## src/tgc_pkg.sv

```systemverilog
/*
 * Shared constants for the test-source and pin configuration bank:
 * register indices, reset values, field layouts and legal level maps.
 * Assumes one 8-bit register per aligned 32-bit APB word.
 */
package tgc_pkg;

   // ----------------------------------------------------------------
   // Register geometry
   // ----------------------------------------------------------------
   localparam int          REG_W        = 8;     // Register width
   localparam int          IDX_W        = 8;     // Register index width
   localparam int          ADDR_W       = 12;    // APB address width
   localparam int          LEVEL_W      = 5;     // Level code width

   // ----------------------------------------------------------------
   // Register indices (byte address is four times the index)
   // ----------------------------------------------------------------
   localparam logic [7:0]  IDX_POS_CTRL = 8'h10; // Positive source ctrl
   localparam logic [7:0]  IDX_NEG_CTRL = 8'h11; // Negative source ctrl
   localparam logic [7:0]  IDX_LINK     = 8'h12; // Pin analog link
   localparam logic [7:0]  IDX_DIR      = 8'h13; // Pin direction
   localparam logic [7:0]  IDX_VALUE    = 8'h14; // Pin value

   // ----------------------------------------------------------------
   // Reset values
   // ----------------------------------------------------------------
   localparam logic [7:0]  RST_CTRL     = 8'h00; // Both source ctrls
   localparam logic [7:0]  RST_LINK     = 8'h00; // All pins unlinked
   localparam logic [7:0]  RST_DIR      = 8'h00; // All pins outputs
   localparam logic [7:0]  RST_VALUE    = 8'h00; // All pin data low

   // ----------------------------------------------------------------
   // Source control field layout
   // ----------------------------------------------------------------
   localparam int          CTRL_LINK_BIT = 7;    // Output to pin link
   localparam logic [7:0]  CTRL_WMASK   = 8'h9f; // Writable bits
   localparam logic [7:0]  CTRL_RSVD    = 8'h60; // Read-as-zero bits

   // ----------------------------------------------------------------
   // Legal level codes, one bit per code
   // ----------------------------------------------------------------
   localparam logic [31:0] POS_LEGAL    = 32'h10ce_037f;
   localparam logic [31:0] NEG_LEGAL    = 32'h01ee_03ff;

   // Checks a level code against a legal map
   function automatic logic level_ok(input logic [31:0]  map,
                                     input logic [4:0]   code);
      level_ok = map[code];
   endfunction

endpackage : tgc_pkg

```

## src/tgc_reg_if.sv

```systemverilog
/*
 * Internal register access carrier between the APB slave and the bank.
 * Assumes the bank answers reads combinationally from its index.
 */
`timescale 1ns/100ps

interface tgc_reg_if;
   logic       wr_en;    // One-cycle write strobe
   logic [7:0] wr_idx;   // Write register index
   logic [7:0] wr_data;  // Write data
   logic [7:0] rd_idx;   // Read register index
   logic [7:0] rd_data;  // Read data
   logic       hit;      // Read index is mapped

   // Bus side issues requests
   modport bus  (output wr_en, wr_idx, wr_data, rd_idx,
                 input  rd_data, hit);
   // Bank side serves them
   modport bank (input  wr_en, wr_idx, wr_data, rd_idx,
                 output rd_data, hit);
endinterface : tgc_reg_if

```

## src/tgc_apb_slave.sv

```systemverilog
/*
 * APB slave front end. Every transfer completes in two cycles: setup,
 * then one access cycle with pready high. Unmapped words answer with
 * pslverr and read data zero; their writes are dropped.
 * Assumes a well-behaved APB master on pclk.
 */
`timescale 1ns/100ps

module tgc_apb_slave
   import tgc_pkg::*;
(
   input  wire logic              pclk,     // Bus clock
   input  wire logic              presetn,  // Async reset, active low
   input  wire logic              psel,     // Slave select
   input  wire logic              penable,  // Access phase
   input  wire logic              pwrite,   // Write direction
   input  wire logic [ADDR_W-1:0] paddr,    // Byte address
   input  wire logic [31:0]       pwdata,   // Write data
   output logic                   pready,   // Transfer done
   output logic [31:0]            prdata,   // Read data
   output logic                   pslverr,  // Unmapped access
   tgc_reg_if.bus                 rif       // Register access
);
   import tgc_pkg::*;

   // ----------------------------------------------------------------
   // Phase tracking
   // ----------------------------------------------------------------
   typedef enum logic [1:0] {
      TGC_IDLE   = 2'b01,   // Waiting for a setup cycle
      TGC_ACCESS = 2'b10    // Answering in the access cycle
   } tgc_phase_e;

   tgc_phase_e  state;        // Current phase
   tgc_phase_e  next_state;   // Next phase
   logic        next_pready;  // Next ready
   logic [31:0] next_prdata;  // Next read data
   logic        next_pslverr; // Next error
   logic        aligned;      // Word-aligned address

   // Word index taken from the byte address
   assign rif.rd_idx  = paddr[9:2];
   assign rif.wr_idx  = paddr[9:2];
   assign rif.wr_data = pwdata[7:0];
   assign aligned     = (paddr[1:0] == 2'h0) && (paddr[11:10] == 2'h0);

   // Write lands at the edge where the master samples pready
   assign rif.wr_en   = (state == TGC_ACCESS) && psel && penable
                        && pwrite && !pslverr;

   // Next phase, ready, data and error
   always_comb begin
      next_state   = state;
      next_pready  = 1'b0;
      next_prdata  = 32'h0000_0000;
      next_pslverr = 1'b0;
      unique case (state)
         TGC_IDLE: begin
            // Setup cycle seen: prepare the answer
            if (psel && !penable) begin
               next_state   = TGC_ACCESS;
               next_pready  = 1'b1;
               next_pslverr = !(aligned && rif.hit);
               if (!pwrite && aligned && rif.hit) begin
                  next_prdata = {24'h00_0000, rif.rd_data};
               end
            end
         end
         TGC_ACCESS: begin
            // Single access cycle, then back to idle
            next_state = TGC_IDLE;
         end
         default: begin
            // Illegal code recovers to idle
            next_state = TGC_IDLE;
         end
      endcase
   end

   // Register the phase and the answer
   always_ff @(posedge pclk or negedge presetn) begin
      if (!presetn) begin
         state   <= TGC_IDLE;
         pready  <= 1'b0;
         prdata  <= 32'h0000_0000;
         pslverr <= 1'b0;
      end else begin
         state   <= next_state;
         pready  <= next_pready;
         prdata  <= next_prdata;
         pslverr <= next_pslverr;
      end
   end

endmodule // tgc_apb_slave

```

## src/tgc_pin_drive.sv

```systemverilog
/*
 * General-purpose pin drivers: drive level and enable per pin from the
 * stored direction and value, and a registered sample of each pin.
 * Assumes pin inputs are synchronous to pclk.
 */
`timescale 1ns/100ps

module tgc_pin_drive
   import tgc_pkg::*;
#(
   parameter int N = 8                     // Number of pins
) (
   input  wire logic         pclk,         // Clock
   input  wire logic         presetn,      // Async reset, active low
   input  wire logic [N-1:0] dir,          // 1 = input, 0 = output
   input  wire logic [N-1:0] value,        // Stored pin data
   input  wire logic [N-1:0] pin_in,       // Pin level seen
   output logic      [N-1:0] pin_out,      // Pin drive level
   output logic      [N-1:0] pin_oe,       // Pin drive enable
   output logic      [N-1:0] pin_sample    // Registered pin level
);
   import tgc_pkg::*;

   // ----------------------------------------------------------------
   // Drive and sample
   // ----------------------------------------------------------------
   logic [N-1:0] next_out;   // Next drive level
   logic [N-1:0] next_oe;    // Next enable
   logic [N-1:0] next_samp;  // Next sample

   // Direction clear drives the stored value onto the pin
   always_comb begin
      next_oe   = ~dir;
      next_out  = value & ~dir;
      next_samp = pin_in;
   end

   // Register drive and sample
   always_ff @(posedge pclk or negedge presetn) begin
      if (!presetn) begin
         pin_out    <= '0;
         pin_oe     <= '0;
         pin_sample <= '0;
      end else begin
         pin_out    <= next_out;
         pin_oe     <= next_oe;
         pin_sample <= next_samp;
      end
   end

endmodule // tgc_pin_drive

```

## src/tgc_config_bank.sv

```systemverilog
/*
 * Configuration bank for the two test signal sources and the eight
 * general-purpose pins, reached over APB.
 * Assumes a single pclk domain and an APB master that honours pready.
 */
// Behaviour
// - positive link bit ties source to AIN6
// - bits 6:5 of source controls read zero
// - positive level code selects source voltage
// - negative level code selects source voltage
// - negative link bit ties source to AIN7
// - negative control at 11h, resets 00h
// - link bit n ties pin n to input
// - pin link register at 12h, resets 00h
// - direction bit: 0 output, 1 input
// - direction register at 13h, resets 00h
// - pin data register at 14h, resets 00h
// - positive control at 10h, resets 00h
// - output pins read stored, inputs store only
`timescale 1ns/100ps

module tgc_config_bank
   import tgc_pkg::*;
#(
   parameter int PINS = 8                          // Pin count
) (
   input  wire logic               pclk,           // Clock, 100 MHz
   input  wire logic               presetn,        // Async reset, low
   input  wire logic               psel,           // APB select
   input  wire logic               penable,        // APB enable
   input  wire logic               pwrite,         // APB direction
   input  wire logic [ADDR_W-1:0]  paddr,          // APB address
   input  wire logic [31:0]        pwdata,         // APB write data
   output logic                    pready,         // APB ready
   output logic [31:0]             prdata,         // APB read data
   output logic                    pslverr,        // APB error
   output logic                    positive_source_pin_link, // To AIN6
   output logic                    negative_source_pin_link, // To AIN7
   output logic [LEVEL_W-1:0]      positive_source_level,    // Level
   output logic [LEVEL_W-1:0]      negative_source_level,    // Level
   output logic                    positive_level_legal,     // Listed
   output logic                    negative_level_legal,     // Listed
   output logic [PINS-1:0]         pin_link_bits,  // Pin to analog
   input  wire logic [PINS-1:0]    pin_in,         // Pin levels
   output logic [PINS-1:0]         pin_out,        // Pin drive levels
   output logic [PINS-1:0]         pin_oe          // Pin drive enables
);
   import tgc_pkg::*;

   // ----------------------------------------------------------------
   // Storage
   // ----------------------------------------------------------------
   logic [REG_W-1:0] pos_ctrl;        // Positive source control
   logic [REG_W-1:0] neg_ctrl;        // Negative source control
   logic [PINS-1:0]  link;            // Pin analog link
   logic [PINS-1:0]  dir;             // Pin direction
   logic [PINS-1:0]  pin_value_bits;  // Stored pin data
   logic [REG_W-1:0] next_pos_ctrl;   // Next positive control
   logic [REG_W-1:0] next_neg_ctrl;   // Next negative control
   logic [PINS-1:0]  next_link;       // Next pin link
   logic [PINS-1:0]  next_dir;        // Next direction
   logic [PINS-1:0]  next_value;      // Next pin data
   logic [PINS-1:0]  pin_sample;      // Registered pin levels
   logic [PINS-1:0]  value_view;      // Pin data as read back
   logic               next_pos_link;   // Next positive source link
   logic               next_neg_link;   // Next negative source link
   logic [LEVEL_W-1:0] next_pos_level;  // Next positive level code
   logic [LEVEL_W-1:0] next_neg_level;  // Next negative level code
   logic               next_pos_legal;  // Next positive listed flag
   logic               next_neg_legal;  // Next negative listed flag
   logic [PINS-1:0]    next_pin_link;   // Next pin analog link

   tgc_reg_if rif ();                 // Bus to bank carrier

   // ----------------------------------------------------------------
   // Bus front end
   // ----------------------------------------------------------------
   tgc_apb_slave u_apb (
      .pclk    (pclk),
      .presetn (presetn),
      .psel    (psel),
      .penable (penable),
      .pwrite  (pwrite),
      .paddr   (paddr),
      .pwdata  (pwdata),
      .pready  (pready),
      .prdata  (prdata),
      .pslverr (pslverr),
      .rif     (rif)
   );

   // ----------------------------------------------------------------
   // Register writes
   // ----------------------------------------------------------------
   // Next register values from the write strobe
   always_comb begin
      next_pos_ctrl = pos_ctrl;
      next_neg_ctrl = neg_ctrl;
      next_link     = link;
      next_dir      = dir;
      next_value    = pin_value_bits;
      if (rif.wr_en) begin
         unique case (rif.wr_idx)
            IDX_POS_CTRL: begin
               next_pos_ctrl = rif.wr_data & CTRL_WMASK;
            end
            IDX_NEG_CTRL: begin
               next_neg_ctrl = rif.wr_data & CTRL_WMASK;
            end
            IDX_LINK: begin
               next_link = rif.wr_data[PINS-1:0];
            end
            IDX_DIR: begin
               next_dir = rif.wr_data[PINS-1:0];
            end
            IDX_VALUE: begin
               next_value = rif.wr_data[PINS-1:0];
            end
            default: begin
               // Unmapped index, nothing stored
            end
         endcase
      end
   end

   // Register state, all zero after reset
   always_ff @(posedge pclk or negedge presetn) begin
      if (!presetn) begin
         pos_ctrl       <= RST_CTRL;
         neg_ctrl       <= RST_CTRL;
         link           <= RST_LINK;
         dir            <= RST_DIR;
         pin_value_bits <= RST_VALUE;
      end else begin
         pos_ctrl       <= next_pos_ctrl;
         neg_ctrl       <= next_neg_ctrl;
         link           <= next_link;
         dir            <= next_dir;
         pin_value_bits <= next_value;
      end
   end

   // ----------------------------------------------------------------
   // Register reads
   // ----------------------------------------------------------------
   // output pins read stored data
   assign value_view = (pin_value_bits & ~dir) | (pin_sample & dir);

   // Read mux by index
   always_comb begin
      rif.rd_data = 8'h00;
      rif.hit     = 1'b1;
      unique case (rif.rd_idx)
         IDX_POS_CTRL: rif.rd_data = pos_ctrl;
         IDX_NEG_CTRL: rif.rd_data = neg_ctrl;
         IDX_LINK:     rif.rd_data = link;
         IDX_DIR:      rif.rd_data = dir;
         IDX_VALUE:    rif.rd_data = value_view;
         default: begin
            // Unmapped word answers with an error
            rif.hit = 1'b0;
         end
      endcase
   end

   // ----------------------------------------------------------------
   // Pin drivers
   // ----------------------------------------------------------------
   // direction steers drive enable
   tgc_pin_drive #(.N(PINS)) u_pins (
      .pclk       (pclk),
      .presetn    (presetn),
      .dir        (dir),
      .value      (pin_value_bits),
      .pin_in     (pin_in),
      .pin_out    (pin_out),
      .pin_oe     (pin_oe),
      .pin_sample (pin_sample)
   );

   // ----------------------------------------------------------------
   // Analog control outputs
   // ----------------------------------------------------------------
   // Next analog switch and level controls from the stored registers
   always_comb begin
      next_pos_link  = pos_ctrl[CTRL_LINK_BIT];
      next_neg_link  = neg_ctrl[CTRL_LINK_BIT];
      next_pos_level = pos_ctrl[LEVEL_W-1:0];
      next_neg_level = neg_ctrl[LEVEL_W-1:0];
      next_pos_legal = level_ok(POS_LEGAL, pos_ctrl[LEVEL_W-1:0]);
      next_neg_legal = level_ok(NEG_LEGAL, neg_ctrl[LEVEL_W-1:0]);
      next_pin_link  = link;
   end

   // Registered copies of the analog switch and level controls
   always_ff @(posedge pclk or negedge presetn) begin
      if (!presetn) begin
         positive_source_pin_link <= 1'b0;
         negative_source_pin_link <= 1'b0;
         positive_source_level    <= '0;
         negative_source_level    <= '0;
         positive_level_legal     <= 1'b1;
         negative_level_legal     <= 1'b1;
         pin_link_bits            <= '0;
      end else begin
         positive_source_pin_link <= next_pos_link;
         negative_source_pin_link <= next_neg_link;
         positive_source_level    <= next_pos_level;
         negative_source_level    <= next_neg_level;
         positive_level_legal     <= next_pos_legal;
         negative_level_legal     <= next_neg_legal;
         pin_link_bits            <= next_pin_link;
      end
   end

   wire wr_pos = rif.wr_en && (rif.wr_idx == IDX_POS_CTRL);
   wire wr_neg = rif.wr_en && (rif.wr_idx == IDX_NEG_CTRL);
endmodule // tgc_config_bank

```

## config.mk

```make
export PLATFORM = sky130hd
export DESIGN_NAME = tgc_config_bank
export DESIGN_NICKNAME = d
export VERILOG_FILES = /design/src/tgc_pkg.sv /design/src/tgc_reg_if.sv /design/src/tgc_apb_slave.sv /design/src/tgc_pin_drive.sv /design/src/tgc_config_bank.sv
export SDC_FILE = /design/constraint.sdc
export NUM_CORES = 1
export LEC_CHECK = 0
export ABC_CLOCK_PERIOD_IN_PS = 2400
export BUFFER_PORTS_ARGS = -buffer_cell sky130_fd_sc_hd__buf_2
export CORE_MARGIN = 2
export CORE_UTILIZATION = 51
export DETAILED_ROUTE_END_ITERATION = 8
export PLACE_DENSITY = 0.89
export SETUP_SLACK_MARGIN = 0.1
export SLEW_MARGIN = 10
export SYNTH_ARGS = -nofsm -noshare
export SYNTH_HDL_FRONTEND = slang
export SYNTH_HIERARCHICAL = 1
export SYNTH_SLANG_ARGS = --single-unit
```

## constraint.sdc

```tcl
create_clock -name pclk -period 2.4 [get_ports pclk]
set_input_delay 0 -clock pclk [delete_from_list [all_inputs] [get_ports pclk]]
set_output_delay 0 -clock pclk [all_outputs]
set_load 0.1 [all_outputs]
```

== Word-level counts from Yosys, hierarchy flattened ==
Memory sizes are Yosys's and may differ from the RTL's. A register that Yosys moved wholly into a read port is not among the register bits.
Cells that the tools add are included.
W data, S select, Z words.
Word-level totals
  input port bits: 57
  memory bits (read-only): 64
  bits in registers: 116
  memories: 2
  output and inout port bits: 72
  logic and storage cells: 65
Memory list
  (no name shown): depth 32, bits a word 1, read ports 1, clocked after Yosys merged registers in 1, wr ports 0, line tgc_pkg.sv:49  | level_ok = map[code];
  (no name shown): depth 32, bits a word 1, read ports 1, clocked after Yosys merged registers in 1, wr ports 0, line tgc_pkg.sv:49
Cells by class
  reductions and logical operators: 23
  eq/ne operators: 8
  bitwise logic cells: 4
  mux-type cells: 11
Operators with widths (number)
  $mux W32: 2
  $eq A8 B5 Y1 const B: 5
  $pmux W8 S5: 1
  $and A8 B8 Y8: 2
  $reduce_and A2 Y1: 5
  $logic_and A1 B1 Y1: 9
  $mux W8: 1
  $not A8 Y8: 1
  $or A8 B8 Y8: 1
  $logic_not A1 Y1: 6
  $mux W1: 5
  $reduce_or A5 Y1: 1
  $logic_not A2 Y1: 2
  $mux W2: 2
  $eq A2 B1 Y1 const B: 1
  $eq A2 B2 Y1 const B: 1
  $ne A2 B1 Y1 const B: 1

== Longest topological paths before layout ==
Gate-level depths: netlist of run 1.
  depth after elaboration: 7
  gate-level depth with buffers: 8
  gate-level depth less buffers: 5

== Modules after synthesis ==
Netlist of run 1, hierarchy kept.
Modules (own cells, without submodules)
  tgc_config_bank: seq. area each 1453.9 sq um, area each 2469.9 sq um, cells an instance 164, instances 1
  tgc_apb_slave: seq. area each 301.5 sq um, area each 895.9 sq um, cells an instance 87, instances 1
  tgc_pin_drive: seq. area each 600.6 sq um, area each 680.7 sq um, cells an instance 40, instances 1

== Worst setup path before layout of run 1 ==
No wires, ideal clock.
  path type: register to register
  start point: reg u_apb.pslverr
  end point: reg dir[0]
  clock period less this slack: 2.262 ns
  stages on the path, launching flop included: 6
  data required time: 2.275 ns
  data arrival time: 2.137 ns
  slack: 0.138 ns
  path buffers: 1
  setup time: 0.125 ns
  cell sequence: dfrtp_1 -> nor3_1 -> nor3b_2 -> and4_2 -> buf_6 -> mux2_2
On the way
  longest elaborated chain between the ends: 3
Ends and longest elaborated chain
  from (decl): line tgc_apb_slave.sv:21  | output logic pslverr,
  from (signal assigned): line tgc_apb_slave.sv:91  | pslverr <= next_pslverr;
  $logic_not A1 Y1: line tgc_apb_slave.sv:49  | && pwrite && !pslverr;
  $logic_and A1 B1 Y1: line tgc_apb_slave.sv:49
  via rif.wr_en: line tgc_reg_if.sv:8  | logic wr_en;
  $reduce_and A2 Y1 (no line)
  to (signal assigned): line tgc_config_bank.sv:138  | dir <= next_dir;
  to (decl): line tgc_config_bank.sv:56  | logic [PINS-1:0] dir;
The timed path passes the listed nets, and every way through them passes these cells.
A chain may end at the register's enable or synchronous reset.

== Final worst setup path of run 1 ==
  start point: reg u_apb.state[1]
  end point: reg dir[2]
On the way
  longest elaborated chain between the ends: 6
Ends and longest elaborated chain
  from (decl): line tgc_apb_slave.sv:34  | tgc_phase_e state;
  from (signal assigned): line tgc_apb_slave.sv:88  | state <= next_state;
  $eq A2 B2 Y1: line tgc_apb_slave.sv:48  | assign rif.wr_en = (state == TGC_ACCESS) && psel && penable
  $logic_and A1 B1 Y1 (2 in a row): line tgc_apb_slave.sv:48
  $logic_and A1 B1 Y1 (2 in a row): line tgc_apb_slave.sv:49
  via rif.wr_en: line tgc_reg_if.sv:8
  $reduce_and A2 Y1 (no line)
The timed path passes the listed nets, and every way through them passes these cells.

==> reports/metrics.yaml, run 1 <==
logic_synthesis:
  synth_ff_type: "dfrtp_1"
  synth_edf_count: 0
  yosysUniqueCellTypes: 34
  yosys.area.top_type: "dfrtp_1"
  synth_seq_area_share_pct: 58.2
  syn_area_per_cell_um2: 13.9
  synth_area_leaders: "dfrtp_1 (56%), mux2_2 (13%), buf_4 (8.9%), mux4_2 (3.3%), nand2b_1 (2.3%)"
  synth-seq-cells: 94
  synth.top_cell.area_share_pct: 56.3
  synth_warnings: 6
  netlist_area_um2: 4050
  async_flop_share_pct: 100
  syn_inst: 291
  synth.most_common_cell: "dfrtp_1"
  synth_common_cells: "dfrtp_1 (91), buf_4 (48), mux2_2 (46)"
power:
  leakage_nw: 2.36
  vdd_ir_drop_max_uv: 360
  power.density_nw_per_um2: 650
  power.total_mw: 3.05
route:
  num_vias: 2298
  wl_per_cell_um: 15.8
  detail-route-antenna-nets: 0
  wl_mm: 7.53
  drc_errors: 0
  drt_iter0_drc: 75
  first_pass_iters: 4
  via_per_inst: 4.81
placed_design:
  hpwlAfterDp_mm: 5.16
  dpl_cell_area_um2: 4290
  gp_congestion: 0.766
  io_buffers: 80
setup_path:
  end_kind: "flop"
  criticalPathCategory: "flop to flop"
  crit_path_start: "u_apb/state[1]$_DFFE_PN0P_"
  cp.arrival_ns: 2.40
  crit_required_ns: 2.63
  critPathMaxFanout: 8
  r2r-start: "u_apb/state[1]$_DFFE_PN0P_"
  start_kind: "flop"
clock_network:
  cts_buffers: 9
  cts.path.max_buffers: 2
  cts_resized: 0
  cts_hold_buf: 19
  clkLatencyLatePin_ns: 0.35
  cts-root-buf: "clkbuf_8"
  cts_setup_buffers: 0
  cts_tree: "done"
  clk_pin_slew_worst_paths_ns: 0.09
  clock-sinks: 94
  cts_max_level: 3
worst_hold_path:
  min_from: "pwrite"
  worstHoldPathType: "primary input to flop"
timing:
  rsz0062_at_grt: "no"
  slew_headroom_pct: 54.4
  fmax_mhz: 461
  hold_viol: 0
  fin_crit_ns: 2.17
  finalMaxSlewViolations: 0
  finClkSkew_ns: 0.0100
  setup_viol: 0
  post-route-period-util_pct: 90.4
  tightest_slew_ns: 0.680
  timing.setup.tns_ns: 0
final_layout:
  area_growth_pct: 16.1
  antenna_cells: 0
  drive_above_1_share_pct: 44.9
  nets: 428
  finalInstanceArea_um2: 4700
global_routing:
  antenna_found_initial: 0
  grt_first_pass_wirelength_mm: 11.8
  grt.total_usage_pct: 18.4
  grt_max_degree: 93
  grt_pass1_vias: 2298
  gr-total-overflow: 0
floorplanning:
  ioPinCount: 129
  die_h_um: 93.1
  rows: 32
  initial_core_util_pct: 52.6
  core_um2: 7690
  die-area_um2: 8660
  die_w_um: 93.1
status:
  outcome: "finished clean"
flow_run:
  cap_violations: 0
cell families (layout without fill, tap and decap cells):
kind of cell | count (synthesis) | in the layout | share of synthesized area (%)
AND/OR/NAND/NOR | 61 | 61 | 12.0
other | 1 | 24 | 0.0927
multiplexers | 52 | 52 | 16.1
AO/OA/AOI/OAI | 16 | 16 | 2.44
flip-flops | 94 | 94 | 58.2
buffers and inverters | 67 | 129 | 11.1
final cells by class:
| cell class | instances | area (um2) |
|---|---|---|
| clock buffers | 11 | 141 |
| clock inverters | 5 | 81.3 |
| fillers | 615 | 2990 |
| inverters | 12 | 45.0 |
| multi-input cells | 153 | 1330 |
| flip-flops and latches | 94 | 2360 |
| well taps | 102 | 128 |
| repair buffers | 101 | 621 |
layout by cell type, fill, tap and decap left out:
cell type / synthesis / final
a21o_1: 1 / 1
a21oi_1: 9 / 9
a22oi_1: 2 / 2
and4_2: 1 / 1
buf_12: 0 / 1
buf_2: 2 / 79
buf_4: 48 / 2
bufinv_16: 0 / 2
clkbuf_1: 3 / 1
clkbuf_8: 0 / 10
clkinv_2: 0 / 1
clkinvlp_4: 0 / 1
conb_1: 1 / 24
dfrtp_1: 91 / 91
dfstp_2: 3 / 3
dlygate4sd3_1: 0 / 19
inv_1: 12 / 12
inv_6: 0 / 1
mux2_2: 46 / 46
mux4_2: 6 / 6
nand2_1: 7 / 7
nand2b_1: 15 / 15
nand3_1: 1 / 1
nand3_2: 1 / 1
nand4_1: 1 / 1
nand4_2: 1 / 1
nand4b_2: 2 / 2
nand4bb_1: 1 / 1
nor2_1: 5 / 5
nor2b_1: 10 / 10
nor3_1: 2 / 2
nor3b_2: 2 / 2
nor4_2: 7 / 7
nor4_4: 1 / 1
nor4b_4: 1 / 1
nor4bb_1: 1 / 1
o21a_1: 3 / 3
o221ai_1: 1 / 1
or4_1: 1 / 1
or4b_4: 1 / 1
critical path, cell delays in order (launching register included):
cell     delay [ns]
dfrtp_1        0.37
nand4_1        0.11
nor3_1         0.32
nor3b_2        0.40
and4_2         0.47
mux2_2         0.38
sequential cells by signal (all words and copies together), names as in the netlist, 2 cells and up:
signal	count
link	8
u_pins/pin_oe	8
pin_link_bits	8
negative_source_level	5
positive_source_level	5
u_pins/pin_sample	8
pos_ctrl	6
u_apb/state	2
pin_value_bits	8
dir	8
u_pins/pin_out	8
u_apb/prdata	8
neg_ctrl	6
power by group:
group	switching (mW)	leakage, nW	internal (mW)	total [mW]
logic	0.260	1.01	0.0608	0.321
clock network	0.516	0.110	0.617	1.13
registers	0.00444	1.24	1.59	1.60
total	0.780	2.36	2.27	3.05
metrics by stage:
stage,setup WS (ns),util (%),hold WS (ns),instances
CTS,0.294,61.1,0.0114,478
floorplan,0.138,-,-0.296,314
global placement,0.420,55.8,-0.202,443
finish,0.230,61.1,0.0143,478
detailed placement,0.334,55.8,-0.202,443
global route,0.152,61.1,0.0212,478
routing by layer:
layer  track usage (%)  vias to the layer above  wire length [um]
li1                  -                     1085                 -
met1              23.3                     1143              3220
met2              31.3                       62              3900
met3              3.87                        8               320
met4              6.62                        0                80
met5                 0                        -                 0
path summary, 6_finish.rpt:
check	cells past startpoint	slack, ns	to
worst max-delay path	5	0.23	dir[2]$_DFFE_PN0P_
worst min-delay path	3	0.01	u_apb/prdata[7]$_DFF_PN0_
worst max register to register	5	0.23	dir[2]$_DFFE_PN0P_
worst min register to register	0	0.41	pin_link_bits[4]$_DFF_PN0_
max in group asynchronous	3	1.75	u_pins/pin_oe[0]$_DFF_PN0_
min in group asynchronous	3	0.23	negative_source_level[1]$_DFF_PN0_
Power figures use the tool's default switching activity.
==> run 2: changes to the inputs <==
--- a/config.mk
+++ b/config.mk
@@ -5,7 +5,7 @@
 export SDC_FILE = /design/constraint.sdc
 export NUM_CORES = 1
 export LEC_CHECK = 0
-export ABC_CLOCK_PERIOD_IN_PS = 2400
+export ABC_CLOCK_PERIOD_IN_PS = 2350
 export BUFFER_PORTS_ARGS = -buffer_cell sky130_fd_sc_hd__buf_2
 export CORE_MARGIN = 2
 export CORE_UTILIZATION = 51
==> constraint.sdc (replaced) <==
create_clock -name pclk -period 2.35 [get_ports pclk]
set_input_delay 0 -clock pclk [delete_from_list [all_inputs] [get_ports pclk]]
set_output_delay 0 -clock pclk [all_outputs]
set_load 0.1 [all_outputs]
==> run 2 against run 1 <==
Die area unchanged. Power increased by 0.54%. Sequential cell count unchanged. Largest power group unchanged. Critical endpoint is now dir[4]$_DFFE_PN0P_.
==> reports/metrics.yaml, run 2 (synthesized netlist as in run 1, its figures left out) <==
status:
  outcome: "finished clean"
timing:
  timing.setup.tns_ns: 0  # unchanged
  holdWs_ns: 0.00965  # -0.00464 ns
  tightest_slew_ns: 0.661  # -0.0186 ns
  layout_setup_ws_ns: 0.259  # +0.0283 ns
  finalMaxSlewViolations: 0  # unchanged
  post-route-period-util_pct: 89.0  # -1.4 points
  finClkSkew_ns: 0.00794  # -0.00207 ns
  rsz0062_at_grt: "no"
  setup_viol: 0  # unchanged
  slew_headroom_pct: 55.7  # +1.2 points
  fmax_mhz: 478  # +3.7%
  hold_viol: 0  # unchanged
  fin_crit_ns: 2.09  # -0.0783 ns
setup_path:
  cpMaxStageDelayCell: "and4_2"
  critPathBufInv: 0  # unchanged
  critPathMaxFanout: 8  # unchanged
  criticalPathCategory: "flop to flop"
  end_kind: "flop"
  cp.arrival_ns: 2.33  # -0.07 ns
  start_kind: "flop"
  path_cells: "nand4_1, nor3_1, nor3b_2, and4_2, mux2_2"
  max_stage_delay_ns: 0.46  # about the same
  crit_required_ns: 2.59  # -0.04 ns
  critPathTopFamily: "simple AND/OR/NAND/NOR gates"
route:
  first_pass_iters: 4  # unchanged
  wl_per_cell_um: 15.6  # -1.3%
  wl_mm: 7.42  # -1.5%
  drc_errors: 0  # unchanged
  num_vias: 2376  # +3.4%
  via_per_inst: 4.98  # +3.6%
  detail-route-antenna-nets: 0  # unchanged
  drt_iter0_drc: 111  # +48%
power:
  vdd_ir_drop_max_uv: 358  # -0.75%
  p_int_mw: 2.25  # -0.96%
  comb_power_share_pct: 10.6  # about the same
  clkPwrFrac_pct: 36.1  # -1.0 points
  switchingPower_mw: 0.818  # +4.9%
  leakage_nw: 2.35  # -0.21%
  seqPwrFrac_pct: 53.2  # +0.8 points
  p_sw_share_pct: 26.7  # +1.1 points
  power.total_mw: 3.07  # +0.54%
  power.density_nw_per_um2: 655  # +0.86%
floorplanning:
  ioPinCount: 129  # unchanged
  core_um2: 7690  # unchanged
  die_w_um: 93.1  # unchanged
  rows: 32  # unchanged
  initial_core_util_pct: 52.6  # unchanged
  die-area_um2: 8660  # unchanged
  die_h_um: 93.1  # unchanged
global_routing:
  antenna_found_initial: 0  # unchanged
  grt.total_usage_pct: 18.1  # -0.25 points
  grt_max_degree: 58  # -38%
  grt_first_pass_wirelength_mm: 11.6  # -1.3%
  gr-total-overflow: 0  # unchanged
  grt_pass1_vias: 2398  # +4.4%
clock_network:
  cts_max_level: 3  # unchanged
  clkLatencyLatePin_ns: 0.35  # about the same
  cts_buffers: 9  # unchanged
  cts.path.max_buffers: 2  # unchanged
  cts_tree: "done"
  cts_hold_buf: 18  # -1
  cts_setup_buffers: 0  # unchanged
  clock-sinks: 94  # unchanged
  clk_pin_slew_worst_paths_ns: 0.09  # about the same
  cts_resized: 0  # unchanged
  cts-root-buf: "clkbuf_8"
final_layout:
  drive_above_1_share_pct: 45.6  # +0.65 points
  final_cell_mix: "dfrtp_1 (90), buf_2 (79), mux2_2 (46), conb_1 (24), dlygate4sd3_1 (18)"
  finalInstanceArea_um2: 4680  # -0.32%
  area_growth_pct: 15.8
  finalNonFillerCells: 477  # -0.21%
  nets: 427  # -0.23%
  n_fill_cell: 603  # -2.0%
  fin_util_pct: 60.9  # -0.20 points
  mostFrequentLayoutCell: "dfrtp_1"
  seqCellArea_um2: 2360  # about the same
  antenna_cells: 0  # unchanged
  multi_input_area_um2: 1330  # unchanged
worst_hold_path:
  worstHoldPathType: "primary input to flop"
placed_design:
  io_buffers: 80  # unchanged
  gp_congestion: 0.783  # +2.2%
  dpl_cell_area_um2: 4290  # about the same
  place_ws_ns: 0.294  # -0.0391 ns
  place_inst: 443  # unchanged
  hpwlAfterDp_mm: 5.09  # -1.4%
flow_run:
  cap_violations: 0  # unchanged
run 2: cell types whose count changed in the layout (fill, tap and decap cells not counted), sizes merged:
| cell | delta |
|---|---|
| bufinv | -1 |
| inv | +1 |
| clkinv | +1 |
| dlygate4sd3 | -1 |
| clkinvlp | -1 |
run 2: final timing paths:
| kind | slack [ns] | cells after the start | to | startpoint |
|---|---|---|---|---|
| worst min register to register | 0.40 | 0 | positive_source_pin_link$_DFF_PN0_ | pos_ctrl[7]$_DFFE_PN0P_ |
| min in group asynchronous | 0.13 | 2 | u_pins/pin_oe[1]$_DFF_PN0_ | presetn |
| max in group asynchronous | 1.53 | 3 | negative_level_legal$_DFF_PN1_ | presetn |
| worst max-delay path | 0.26 | 5 | dir[4]$_DFFE_PN0P_ | u_apb/state[1]$_DFFE_PN0P_ |
| worst max register to register | 0.26 | 5 | dir[4]$_DFFE_PN0P_ | u_apb/state[1]$_DFFE_PN0P_ |
| worst min-delay path | 0.01 | 2 | u_apb/prdata[7]$_DFF_PN0_ | paddr[1] |
run 2: power groups by stage:
| stage | Clock [mW] | Sequential, mW | Combinational [mW] |
|---|---|---|---|
| after floorplan | 0 | 1.68 | 0.269 |
| after global placement | 0 | 1.66 | 0.301 |
| after detailed placement | 0 | 1.66 | 0.305 |
| after CTS | 1.14 | 1.63 | 0.329 |
| after global routing | 1.22 | 1.63 | 0.345 |
| final | 1.11 | 1.63 | 0.327 |
run 2: layout make-up:
class,count,share of cell area (%)
multi-input cells,153,28.3
inverters,12,0.962
clock inverters,5,1.39
well taps,102,2.72
repair buffers,100,13.0
flip-flops and latches,94,50.3
clock buffers,11,3.23
run 2: metal layers:
layer | GRT usage, % | up-vias | wire (um)
li1 | - | 1086 | -
met1 | 21.9 | 1187 | 2930
met2 | 31.2 | 90 | 3880
met3 | 4.67 | 13 | 473
met4 | 6.86 | 0 | 135
met5 | 0 | - | 0
run 2: worst reg2reg max path, stage by stage, from the launching register on:
cell and delay (ns):
dfrtp_1 0.36, nand4_1 0.10, nor3_1 0.29, nor3b_2 0.39, and4_2 0.46, mux2_2 0.37
==> run 3: changes to the inputs <==
--- a/config.mk
+++ b/config.mk
@@ -5,12 +5,14 @@
 export SDC_FILE = /design/constraint.sdc
 export NUM_CORES = 1
 export LEC_CHECK = 0
+export ABC_AREA = 1
 export ABC_CLOCK_PERIOD_IN_PS = 2350
 export BUFFER_PORTS_ARGS = -buffer_cell sky130_fd_sc_hd__buf_2
 export CORE_MARGIN = 2
 export CORE_UTILIZATION = 51
+export CTS_CLUSTER_DIAMETER = 120
 export DETAILED_ROUTE_END_ITERATION = 8
-export PLACE_DENSITY = 0.89
+export PLACE_DENSITY = 0.88
 export SETUP_SLACK_MARGIN = 0.1
 export SLEW_MARGIN = 10
 export SYNTH_ARGS = -nofsm -noshare
==> run 3 against run 2 <==
Sequential share of layout area down 1.3 points. Combinational power grew 4%. Clock skew is 0.0061 ns higher. Area after synthesis rose by 3.9%. Critical path depth increased by 2. First-iteration DRC count rose by 95%. Largest power group unchanged.
==> reports/metrics.yaml, run 3 <==
placed_design:
  gp_congestion: 0.900  # +15%
  place_ws_ns: 0.484  # +0.189 ns
  io_buffers: 80  # unchanged
  hpwlAfterDp_mm: 5.99  # +18%
  dpl_cell_area_um2: 4430  # +3.3%
route:
  drc_errors: 0  # unchanged
  detail-route-antenna-nets: 0  # unchanged
  via_per_inst: 4.68  # -5.9%
  wl_mm: 8.16  # +9.9%
  first_pass_iters: 4  # unchanged
  drt_iter0_drc: 217  # +95%
  num_vias: 3003  # +26%
  wl_per_cell_um: 12.7  # -18%
logic_synthesis:
  synth_seq_area_share_pct: 56.0  # -2.2 points
  async_flop_share_pct: 100  # unchanged
  synth_compound_area_share_pct: 6.75  # +4.3 points
  synth-seq-cells: 94  # unchanged
  synth_warnings: 6  # unchanged
  netlist_area_um2: 4210  # +3.9%
  synth_top_family_by_area: "simple AND/OR/NAND/NOR gates"
  synth.most_common_cell: "dfrtp_1"
  synthMuxAreaShare_pct: 0  # -16 points
  synth.top_cell.area_share_pct: 54.2  # -2.1 points
  synth_edf_count: 0  # unchanged
  syn_area_per_cell_um2: 9.28  # -33%
  yosys.area.top_type: "dfrtp_1"
  synth-simple-area-share_pct: 21.1  # +9.1 points
  synth_common_cells: "dfrtp_1 (91), nand2_1 (90), inv_1 (65)"
  syn_inst: 453  # +56%
  synthAdderAreaFrac_pct: 0  # unchanged
  synth_area_leaders: "dfrtp_1 (54%), buf_4 (8.9%), nand2_1 (8.0%), inv_1 (5.8%), nand3_1 (4.4%)"
  synth_ff_type: "dfrtp_1"
  synth_xor_area_share_pct: 0  # unchanged
  yosysUniqueCellTypes: 26  # -24%
clock_network:
  clock-sinks: 94  # unchanged
  cts_max_level: 3  # unchanged
  cts_tree: "done"
  cts_buffers: 9  # unchanged
  cts.path.max_buffers: 2  # unchanged
  clk_pin_slew_worst_paths_ns: 0.09  # about the same
  cts-root-buf: "clkbuf_8"
  clkLatencyLatePin_ns: 0.36  # about the same
final_layout:
  final_cell_mix: "dfrtp_1 (91), nand2_1 (90), buf_2 (79), inv_1 (65), nand3_1 (37)"
  antenna_cells: 0  # unchanged
  finalInstanceArea_um2: 4810  # +2.6%
  fin_util_pct: 59.4  # -1.5 points
  nets: 588  # +38%
  area_growth_pct: 14.3
  mostFrequentLayoutCell: "dfrtp_1"
  drive_above_1_share_pct: 25.7  # -20 points
power:
  leakage_nw: 2.50  # +6.1%
  power.density_nw_per_um2: 628  # -4.2%
  vdd_ir_drop_max_uv: 357  # about the same
timing:
  finClkSkew_ns: 0.0140  # +0.00611 ns
  fin_crit_ns: 1.90  # -0.187 ns
  timing.setup.tns_ns: 0  # unchanged
  holdWs_ns: 0.00930  # -0.000356 ns
  slew_headroom_pct: 61.6  # +5.9 points
  fmax_mhz: 525  # +9.8%
  tightest_slew_ns: 0.574  # -0.0872 ns
  finalMaxSlewViolations: 0  # unchanged
  hold_viol: 0  # unchanged
  setup_viol: 0  # unchanged
  rsz0062_at_grt: "no"
  layout_setup_ws_ns: 0.445  # +0.187 ns
  post-route-period-util_pct: 81.0  # -7.9 points
floorplanning:
  die_h_um: 94.8  # +1.9%
  initial_core_util_pct: 52.0  # -0.67 points
  ioPinCount: 129  # unchanged
  die_w_um: 94.8  # +1.9%
  rows: 33  # +3.1%
  core_um2: 8090  # +5.3%
  die-area_um2: 8990  # +3.8%
global_routing:
  grt_busiest_layer: "met2"
  gr-usage-met2_pct: 31.2  # about the same
  grt_util_met1_pct: 25.2  # +3.3 points
  antenna_found_initial: 0  # unchanged
  grt_first_pass_wirelength_mm: 13.1  # +13%
  gr-total-overflow: 0  # unchanged
  grt_pass1_vias: 2769  # +15%
  grt.total_usage_pct: 19.1  # +0.98 points
  use_met3_pct: 3.43  # -1.2 points
  grt_max_degree: 57  # -1.7%
setup_path:
  cpMaxStageDelayCell: "nand3_1"
  max_stage_delay_ns: 0.45  # about the same
  criticalPathCategory: "flop to flop"
  start_kind: "flop"
  critPathMaxFanout: 12  # +4
  path_cells: "nand4_1, nor3_1, nand2_1, nor2_1, nand3_1, nand2_1, o21ai_2"
  crit_required_ns: 2.57  # -0.02 ns
  end_kind: "flop"
  crit_top_cell: "nand2_1"
  cp.arrival_ns: 2.13  # -0.20 ns
worst_hold_path:
  worstHoldPathType: "primary input to flop"
status:
  outcome: "finished clean"
flow_run:
  cap_violations: 0  # unchanged
## run 3: changes by cell type in the layout (fill, tap and decap cells not counted), moves of 15 or more
cell / before / now
nand2_1: 7 / 90
inv_1: 12 / 65
nor2_1: 5 / 31
nand3_1: 1 / 37
mux2_2: 46 / 0
nand2b_1: 15 / 0
o21ai_2: 0 / 15
## run 3: cell type report
cell class / count / area [um2]
fill: 725 / 3290
sequential: 94 / 2360
multi-input combinational: 259 / 1260
timing repair buffer: 100 / 611
inverter: 67 / 251
tap: 105 / 131
clock buffer: 9 / 124
clock inverter: 7 / 73.8
## run 3: cell families after synthesis
logic type	count (synthesis)
flip-flops	94
buffers and inverters	123
AO/OA/AOI/OAI	45
other	1
AND/OR/NAND/NOR	190
## run 3: per-layer routing
layer | share of wire, % | up-vias
met5 | 0 | -
met4 | 1.6 | 0
met3 | 7.0 | 11
met2 | 49 | 118
met1 | 43 | 1376
li1 | - | 1498
## run 3: path summary, 6_finish.rpt
check,slack [ns],endpoint,cells after the start,from
min reg2reg,0.41,negative_source_level[4]$_DFF_PN0_,0,neg_ctrl[4]$_DFFE_PN0P_
max in group asynchronous,1.54,pin_value_bits[5]$_DFFE_PN0P_,3,presetn
max reg2reg,0.45,neg_ctrl[2]$_DFFE_PN0P_,7,u_apb/state[1]$_DFFE_PN0P_
min,0.009,pos_ctrl[1]$_DFFE_PN0P_,3,pwdata[1]
max,0.45,neg_ctrl[2]$_DFFE_PN0P_,7,u_apb/state[1]$_DFFE_PN0P_
min in group asynchronous,0.14,negative_source_level[3]$_DFF_PN0_,2,presetn
## run 3: what timing repair did
action / CTS / global route
buffers inserted: 0 / 0
hold buffers: 18 / 0
hold endpoints to repair: 66 / 0
endpoints found under the setup margin: 0 / 0
resized for setup: 0 / 0
## run 3: where the power goes
part	internal [mW]	switching, mW
clock	0.495	0.551
sequential	1.63	0.00476
combinational	0.0560	0.283
## run 3: worst max-delay path, delay by kind of cell (launching register included)
kind	cells	cell delay, ns
flip-flops	1	0.41
AO/OA/AOI/OAI	1	0.07
AND/OR/NAND/NOR	6	1.28
## run 3: stage by stage
stage | total power [mW] | instances
floorplan | 1.96 | 476
global placement | 1.98 | 607
detailed placement | 1.98 | 607
CTS | 3.05 | 641
global route | 3.14 | 641
finish | 3.02 | 641
